### src/indsp_pkg.sv
`default_nettype none
package indsp_pkg;

  // Serial word and field sizes, and prescaler counter width
  localparam int unsigned PRIM_W = 20;
  localparam int unsigned ENH_W  = 8;
  localparam int unsigned MAIN_W = 9;
  localparam int unsigned REF_W  = 6;
  localparam int unsigned SWL_W  = 4;
  localparam int unsigned PSC_W  = 4;

  // Divider setting word layout (first-in bit lands on the top)
  localparam int unsigned PRIM_REF_HI_MSB  = 19;
  localparam int unsigned PRIM_REF_HI_LSB  = 18;
  localparam int unsigned PRIM_MAIN_HI_MSB = 17;
  localparam int unsigned PRIM_MAIN_HI_LSB = 16;
  localparam int unsigned PRIM_PRE_EN      = 15;
  localparam int unsigned PRIM_MAIN_LO_MSB = 14;
  localparam int unsigned PRIM_MAIN_LO_LSB = 8;
  localparam int unsigned PRIM_REF_LO_MSB  = 7;
  localparam int unsigned PRIM_REF_LO_LSB  = 4;
  localparam int unsigned PRIM_SWL_MSB     = 3;
  localparam int unsigned PRIM_SWL_LSB     = 0;

  // Extra control word layout
  localparam int unsigned ENH_FP_OUT   = 5;
  localparam int unsigned ENH_PWR_DN   = 4;
  localparam int unsigned ENH_CNT_LOAD = 3;
  localparam int unsigned ENH_MODULUS_SELECT_OUT = 2;
  localparam int unsigned ENH_FC_OUT   = 1;

  // Reset values of the serial registers
  localparam logic [PRIM_W-1:0] PRIM_RST = 20'h00000;
  localparam logic [ENH_W-1:0]  ENH_RST  = 8'h00;

  // Prescaler moduli, as terminal counts (modulus minus one)
  localparam logic [PSC_W-1:0] PSC_TC_LOW  = 4'h9;
  localparam logic [PSC_W-1:0] PSC_TC_HIGH = 4'ha;

endpackage : indsp_pkg

`default_nettype wire

### src/indsp_core.sv
`timescale 1ns/1ns
`default_nettype none

// Contract
// - prescaler divides by ten or eleven
// - prescaler, modulus logic, nine-bit main counter
// - enable bit low uses prescaler, high bypasses
// - ratio ten times (M+1) plus A
// - main setting one divides by two
// - bypassed chain divides by M plus one
// - six-bit reference divides by R plus one
// - reference setting zero passes straight through
// - twenty bits shift MSB first when strobes low
// - write strobe rise copies into secondary
// - bank select high primary, low secondary
// - extra word shifts eight bits, MSB first
// - extra word captured on its strobe fall
// - extra bits act only while enable low
// - setting word field order as documented
// - extra word field order as documented
// - swallow counter drives the modulus select
// - detector gives separate up and down
// - chosen divider signal routed to output pin
// - reserved zero, power down, continuous load
// - rising edges; leading side pulses low
// - filter is NAND, lock is AND
module indsp_core
  import indsp_pkg::*;
(
  input  wire logic ref_clk,
  input  wire logic rst_b,
  input  wire logic rf_in,
  input  wire logic ref_in,
  input  wire logic sclk,
  input  wire logic sdata,
  input  wire logic serial_write,
  input  wire logic extra_write,
  input  wire logic extra_enable_n,
  input  wire logic bank_select,
  output logic      pump_up_n,
  output logic      pump_down_n,
  output logic      lock_filter,
  output logic      lock_indicator_o,
  output logic      lock_indicator_oe,
  output logic      divider_out
);

  ////////////////////////////////////////////////////////////////////////////
  // Input synchronisers: every pin is asynchronous to ref_clk
  localparam int unsigned NSYNC = 8;
  // Reset to the pins' idle levels so no false strobe edge follows reset
  localparam logic [NSYNC-1:0] SYNC_IDLE = 8'h0a;

  logic [NSYNC-1:0] pin_raw;
  logic [NSYNC-1:0] meta_q;
  logic [NSYNC-1:0] sync_q;
  logic [NSYNC-1:0] sync_prev_q;

  assign pin_raw = {rf_in, ref_in, sclk, sdata, serial_write, extra_write,
                    extra_enable_n, bank_select};

  always_ff @(posedge ref_clk) begin
    if (!rst_b) begin
      meta_q      <= SYNC_IDLE;
      sync_q      <= SYNC_IDLE;
      sync_prev_q <= SYNC_IDLE;
    end else begin
      meta_q      <= pin_raw;
      sync_q      <= meta_q;
      sync_prev_q <= sync_q;
    end
  end

  logic rf_s, ref_s, sclk_s, sdata_s, swr_s, ewr_s, enh_n_s, bank_s;
  assign {rf_s, ref_s, sclk_s, sdata_s, swr_s, ewr_s, enh_n_s, bank_s} = sync_q;

  logic rf_rise, ref_rise, sclk_rise, swr_rise, ewr_fall;
  assign rf_rise   = rf_s & ~sync_prev_q[7];
  assign ref_rise  = ref_s & ~sync_prev_q[6];
  assign sclk_rise = sclk_s & ~sync_prev_q[5];
  assign swr_rise  = swr_s & ~sync_prev_q[3];
  assign ewr_fall  = ~ewr_s & sync_prev_q[2];

  ////////////////////////////////////////////////////////////////////////////
  // Serial port
  logic [PRIM_W-1:0] prim_q;
  logic [PRIM_W-1:0] sec_q;
  logic [ENH_W-1:0]  enh_sh_q;
  logic [ENH_W-1:0]  enh_hold_q;

  // Shifting relies on the strobes standing still around sclk edges
  always_ff @(posedge ref_clk) begin
    if (!rst_b) begin
      prim_q <= PRIM_RST;
    end else if (sclk_rise && !swr_s && !ewr_s) begin
      prim_q <= {prim_q[PRIM_W-2:0], sdata_s};
    end
  end

  always_ff @(posedge ref_clk) begin
    if (!rst_b) begin
      enh_sh_q <= ENH_RST;
    end else if (sclk_rise && !swr_s && ewr_s) begin
      enh_sh_q <= {enh_sh_q[ENH_W-2:0], sdata_s};
    end
  end

  always_ff @(posedge ref_clk) begin
    if (!rst_b) begin
      sec_q <= PRIM_RST;
    end else if (swr_rise) begin
      sec_q <= prim_q;
    end
  end

  // Double buffer keeps live control bits still during a shift
  always_ff @(posedge ref_clk) begin
    if (!rst_b) begin
      enh_hold_q <= ENH_RST;
    end else if (ewr_fall) begin
      enh_hold_q <= enh_sh_q;
    end
  end

  ////////////////////////////////////////////////////////////////////////////
  // Settings decode
  logic [PRIM_W-1:0] sel_word;
  logic [ENH_W-1:0]  enh_act;
  logic [MAIN_W-1:0] m_set;
  logic [REF_W-1:0]  r_set;
  logic [SWL_W-1:0]  a_set;
  logic              pre_bypass;
  logic              pwr_dn;
  logic              cnt_load;

  assign sel_word = bank_s ? prim_q : sec_q;
  // Reserved bits are ignored; the controller writes them as zero
  assign enh_act  = enh_n_s ? ENH_RST : enh_hold_q;

  assign m_set = {sel_word[PRIM_MAIN_HI_MSB:PRIM_MAIN_HI_LSB],
                  sel_word[PRIM_MAIN_LO_MSB:PRIM_MAIN_LO_LSB]};
  assign r_set = {sel_word[PRIM_REF_HI_MSB:PRIM_REF_HI_LSB],
                  sel_word[PRIM_REF_LO_MSB:PRIM_REF_LO_LSB]};
  assign a_set      = sel_word[PRIM_SWL_MSB:PRIM_SWL_LSB];
  assign pre_bypass = sel_word[PRIM_PRE_EN];
  assign pwr_dn     = enh_act[ENH_PWR_DN];
  assign cnt_load   = enh_act[ENH_CNT_LOAD];

  // A setting change reloads at once only while counter load is set
  logic [PRIM_W-1:0] sel_prev_q;
  logic              reload_now;

  always_ff @(posedge ref_clk) begin
    if (!rst_b) begin
      sel_prev_q <= PRIM_RST;
    end else begin
      sel_prev_q <= sel_word;
    end
  end

  assign reload_now = cnt_load && (sel_word != sel_prev_q);

  ////////////////////////////////////////////////////////////////////////////
  // Prescaler
  logic [PSC_W-1:0] psc_q;
  logic             modulus_select;
  logic             psc_tick;
  logic [PSC_W-1:0] psc_tc;

  assign psc_tc   = modulus_select ? PSC_TC_HIGH : PSC_TC_LOW;
  assign psc_tick = rf_rise && !pwr_dn && (pre_bypass || psc_q == psc_tc);

  always_ff @(posedge ref_clk) begin
    if (!rst_b) begin
      psc_q <= '0;
    end else if (pwr_dn || pre_bypass || reload_now) begin
      psc_q <= '0;
    end else if (rf_rise) begin
      psc_q <= (psc_q == psc_tc) ? '0 : psc_q + 4'h1;
    end
  end

  ////////////////////////////////////////////////////////////////////////////
  // Main and swallow counters
  logic [MAIN_W-1:0] main_q;
  logic [SWL_W-1:0]  swl_q;
  logic              fp_evt;
  logic              fp_q;

  assign modulus_select   = !pre_bypass && (swl_q != '0);
  assign fp_evt = psc_tick && (main_q == '0);

  // M+1 prescaler cycles a period, the first A of them at eleven
  always_ff @(posedge ref_clk) begin
    if (!rst_b) begin
      main_q <= '0;
      swl_q  <= '0;
    end else if (pwr_dn || reload_now) begin
      main_q <= m_set;
      swl_q  <= a_set;
    end else if (fp_evt) begin
      main_q <= m_set;
      swl_q  <= a_set;
    end else if (psc_tick) begin
      main_q <= main_q - 9'h001;
      if (swl_q != '0) begin
        swl_q <= swl_q - 4'h1;
      end
    end
  end

  // Divided RF level: high for one prescaler cycle each period
  always_ff @(posedge ref_clk) begin
    if (!rst_b || pwr_dn) begin
      fp_q <= 1'b0;
    end else if (psc_tick) begin
      fp_q <= fp_evt;
    end
  end

  ////////////////////////////////////////////////////////////////////////////
  // Reference counter
  logic [REF_W-1:0] ref_q;
  logic             fc_evt;
  logic             fc_q;
  logic             fc_level;

  assign fc_evt   = ref_rise && !pwr_dn && (ref_q == '0 || r_set == '0);
  assign fc_level = (r_set == '0) ? ref_s : fc_q;

  always_ff @(posedge ref_clk) begin
    if (!rst_b) begin
      ref_q <= '0;
    end else if (pwr_dn || reload_now || fc_evt) begin
      ref_q <= r_set;
    end else if (ref_rise) begin
      ref_q <= ref_q - 6'h01;
    end
  end

  always_ff @(posedge ref_clk) begin
    if (!rst_b || pwr_dn) begin
      fc_q <= 1'b0;
    end else if (ref_rise) begin
      fc_q <= fc_evt;
    end
  end

  ////////////////////////////////////////////////////////////////////////////
  // Phase-frequency detector: both set means both clear
  logic up_q;
  logic dn_q;

  always_ff @(posedge ref_clk) begin
    if (!rst_b || pwr_dn) begin
      up_q <= 1'b0;
      dn_q <= 1'b0;
    end else if ((up_q || fc_evt) && (dn_q || fp_evt)) begin
      up_q <= 1'b0;
      dn_q <= 1'b0;
    end else begin
      up_q <= up_q || fc_evt;
      dn_q <= dn_q || fp_evt;
    end
  end

  assign pump_up_n   = ~up_q;
  assign pump_down_n = ~dn_q;

  // Open drain: pulls low whenever either pump pulse is active
  assign lock_filter       = ~(pump_up_n & pump_down_n);
  assign lock_indicator_o  = 1'b0;
  assign lock_indicator_oe = ~(pump_up_n & pump_down_n);

  ////////////////////////////////////////////////////////////////////////////
  // Shared divider output
  always_ff @(posedge ref_clk) begin
    if (!rst_b) begin
      divider_out <= 1'b0;
    end else if (enh_act[ENH_FP_OUT]) begin
      divider_out <= fp_q;
    end else if (enh_act[ENH_MODULUS_SELECT_OUT]) begin
      divider_out <= modulus_select;
    end else if (enh_act[ENH_FC_OUT]) begin
      divider_out <= fc_level;
    end else begin
      divider_out <= 1'b0;
    end
  end
endmodule : indsp_core

`default_nettype wire

### config.mk
export PLATFORM = sky130hd
export DESIGN_NAME = indsp_core
export DESIGN_NICKNAME = d
export VERILOG_FILES = /design/src/indsp_pkg.sv /design/src/indsp_core.sv
export SDC_FILE = /design/constraint.sdc
export NUM_CORES = 1
export LEC_CHECK = 0
export BUFFER_PORTS_ARGS = -buffer_cell sky130_fd_sc_hd__buf_2
export CAP_MARGIN = 15
export CORE_MARGIN = 5
export CORE_UTILIZATION = 45
export DETAILED_ROUTE_END_ITERATION = 10
export GPL_TIMING_DRIVEN = 0
export PLACE_DENSITY = 0.73
export SYNTH_ARGS = -nofsm -noshare
export SYNTH_HDL_FRONTEND = slang
export SYNTH_SLANG_ARGS = --single-unit
### constraint.sdc
create_clock -name ref_clk -period 2.5 [get_ports ref_clk]
set_input_delay 0.25 -clock ref_clk [delete_from_list [all_inputs] [get_ports ref_clk]]
set_output_delay 0.25 -clock ref_clk [all_outputs]
set_load 0.02 [all_outputs]
==> flow_metrics.py <==
metrics = {
    "outcome": {
        "violations": "setup timing",
        "status": "finished, violations left",
    },
    "die": {
        "io_pins": 16,
        "start_util": 0.464,
        "fp.dieW_um": 116,
        "die_h_um": 116,
        "fp.coreArea_um2": 10900,
        "fp-row-count": 38,
        "die-area_um2": 13500,
    },
    "cells_and_area": {
        "post-route-util": 0.634,
        "layout_commonest_cell": "dfxtp_1",
        "nets": 659,
        "fill_cells": 809,
        "seqCellArea_um2": 2410,
        "syn_to_final_growth_pct": 36.7,
        "multi_input_area_um2": 3030,
        "antenna_cells": 0,
        "finalNonFillerCells": 796,
        "layout_common_cells": "dfxtp_1, nand2_1, a21oi_1, nor2_1, buf_4",
        "drive_above_1_share": 0.274,
    },
    "worst_setup_path": {
        "worstSetupStartpointType": "register",
        "worst-setup-path-type": "register to register",
        "slowest_stage": "dfxtp_4",
        "endpoint_kind": "register",
        "cp_cell_sequence": "buf_12, mux2i_4, xnor2_1, nor4_2, nand3_2, buf_4, o31a_4, buf_8, nor3_2, a2111oi_4",
        "r2r_start": "sync_q[0]$_SDFF_PN0_",
        "reg2regPathDepth": 10,
        "critical_path_depth": 10,
        "max_stage_delay_ps": 420,
        "crit_path_start": "sync_q[0]$_SDFF_PN0_",
        "path_max_fanout": 10,
        "arrival_ps": 3000,
        "endpoint": "swl_q[1]$_SDFFE_PN0P_",
        "crit_family": "simple AND/OR/NAND/NOR gates",
        "r2r_end": "swl_q[1]$_SDFFE_PN0P_",
        "cp.required_ps": 2770,
        "r2r_slack_ps": -240,
        "critPathBufInv": 3,
    },
    "synthesis": {
        "synth_edf_count": 0,
        "synth_fp_nets": 585,
        "yosysWarnings": 0,
        "synth_top_area_frac": 0.474,
        "synth_top_flop_cell": "dfxtp_1",
        "synth_cell_types": 61,
        "synthCells": 570,
        "async_flop_share": 0,
        "synth.avg_cell_area_um2": 8.89,
        "syn_area_um2": 5070,
        "yosysTopAreaCell": "dfxtp_1",
        "ys_ff_latch": 120,
        "ys_top_cells_by_area": "dfxtp_1, nand2_1, mux2i_1",
        "ys_seq_area_frac": 0.474,
    },
    "sta": {
        "fin_crit_ps": 2740,
        "fin_crit_sh": 1.09,
        "worst_slack_ps": -236,
        "finClkSkew_ps": 10.5,
        "hold_violations": 0,
        "worst_slew_pin_slew_ps": 856,
        "grt_setup_unrepaired": "yes",
        "setup_viol": 20,
        "slew_headroom": 0.424,
        "slew_viol_final": 0,
        "fmax_mhz": 365,
    },
    "global_route": {
        "grt_pass1_vias": 4334,
        "antenna_found_initial": 0,
        "grt_pass1_wl_um": 21700,
        "grtUsageTotal": 0.210,
        "grt_overflow": 0,
        "grt_max_degree": 17,
    },
    "clock_tree": {
        "clkTransAtPathRegs_ps": 50,
        "cts_root_buffer": "clkbuf_16",
        "clkSinkCount": 120,
        "ctsHoldBuffers": 0,
        "cts_tree": "built",
        "cts_made_buffers": 17,
        "clockBufferDepth": 2,
        "htreeDepth": 4,
        "clk_latency_ps": 420,
    },
    "power_and_ir_drop": {
        "powerDensity_nw_per_um2": 677,
        "p_leak_nw": 2.43,
        "max-vdd-ir-drop_mv": 0.585,
    },
    "detailed_routing": {
        "dr.first_iter.drc_count": 409,
        "wirelength_um": 14500,
        "vias": 4555,
        "met1Wirelength_um": 5820,
        "vias_per_cell": 5.72,
        "dr.pass1.iters": 5,
        "met3_length_um": 790,
        "drtAntennaViolNets": 0,
        "routedWlPerCell_um": 18.2,
        "top_layer_used": "met4",
        "wl_met2_um": 7360,
        "drc": 0,
    },
    "placed_design": {
        "gp_congestion": 0.879,
        "portBuffers": 14,
        "dp_hpwl_um": 8160,
        "dp.cells": 724,
    },
    "min_path": {
        "hp-class": "primary input to register",
        "min_from": "extra_enable_n",
    },
    "run": {
        "cap_violations": 0,
    },
}
## stage by stage
stage / setup TNS (ps) / instance area, um^2 / hold WS (ps) / setup WS (ps) / total power, W
floorplan: -68.9 / 5070 / 323 / -37.2 / 0.00207
global placement: -8170 / 5320 / 394 / -542 / 0.00211
detailed placement: -9000 / 5320 / 405 / -536 / 0.00211
CTS: -1360 / 6640 / 12.1 / -134 / 0.00468
global route: -4940 / 6930 / 27.2 / -287 / 0.00482
finish: -3280 / 6930 / 18.3 / -236 / 0.00469
## cells in the mapped netlist, drive strengths merged (4+ instances only)
cell / number
buf: 10
o2bb2ai: 4
nand2: 103
o21ai: 10
clkbuf: 22
nand2b: 9
nand3: 7
dfxtp: 120
inv: 13
nor3: 21
a2111oi: 6
and2: 16
nor2: 48
nor4: 8
a21oi: 53
xnor2: 23
ha: 5
a211oi: 4
nor2b: 5
mux2i: 33
## cells by family after synthesis
family,after synthesis,share of synthesized area
simple gates,238,0.227
other cells,1,0.000740
buf+inv,45,0.0410
xor+xnor,26,0.0449
fa+ha+maj,5,0.0123
mux,35,0.0704
compound gates,100,0.129
flops,120,0.474
## timing repair
item	4_1_cts	5_1_grt
resized for setup	91	41
setup buffers	26	15
endpoints found under the setup margin	25	27
gates cloned	3	0
pin swaps	18	20
## worst register-to-register path, delay by kind of cell, from the launching register on
kind                   cells  cell delay (ps)
flip-flops                 1              420
AO/OA/AOI/OAI              2              420
AND/OR/NAND/NOR            3              830
multiplexers               1              270
XOR/XNOR                   1              150
buffers and inverters      3              500
## layer usage
| metal | vias to the layer above | GRT usage |
|---|---|---|
| met5 | - | 0 |
| met4 | 0 | 0.102 |
| met3 | 40 | 0.0508 |
| met2 | 199 | 0.359 |
| met1 | 2195 | 0.246 |
| li1 | 2121 | - |
## flip-flops by register name (all words and copies together), names as in the netlist
signal / count
up_q: 1
fc_q: 1
dn_q: 1
meta_q: 8
swl_q: 4
fp_q: 1
sync_q: 8
main_q: 9
enh_hold_q: 5
psc_q: 4
divider_out: 1
sec_q: 20
sel_prev_q: 20
ref_q: 6
enh_sh_q: 6
sync_prev_q: 5
prim_q: 20
## cell type report
| cell class | count | share of cell area |
|---|---|---|
| Clock buffer | 17 | 0.0614 |
| Multi-Input combinational cell | 405 | 0.438 |
| Inverter | 13 | 0.00704 |
| Clock inverter | 14 | 0.0285 |
| Buffer | 31 | 0.0271 |
| Sequential cell | 120 | 0.348 |
| Tap cell | 140 | 0.0253 |
| Timing Repair Buffer | 56 | 0.0655 |
## how the worst min path moves through the flow
stage	endpoint	slack (ps)	depth (start not counted)
after detailed placement	sync_q[1]$_SDFF_PN1_	400	1
final	meta_q[1]$_SDFF_PN1_	20	2
after global placement	sync_q[1]$_SDFF_PN1_	390	1
after floorplan	meta_q[3]$_SDFF_PN1_	320	1
after CTS	meta_q[1]$_SDFF_PN1_	10	2
after global routing	meta_q[1]$_SDFF_PN1_	30	2
## where the power goes
group,internal [W],switching (W)
logic,0.0000667,0.000101
registers,0.00193,0.0000148
clock network,0.00167,0.000903
total,0.00367,0.00102
No activity file was read; power rests on OpenSTA's default activity.
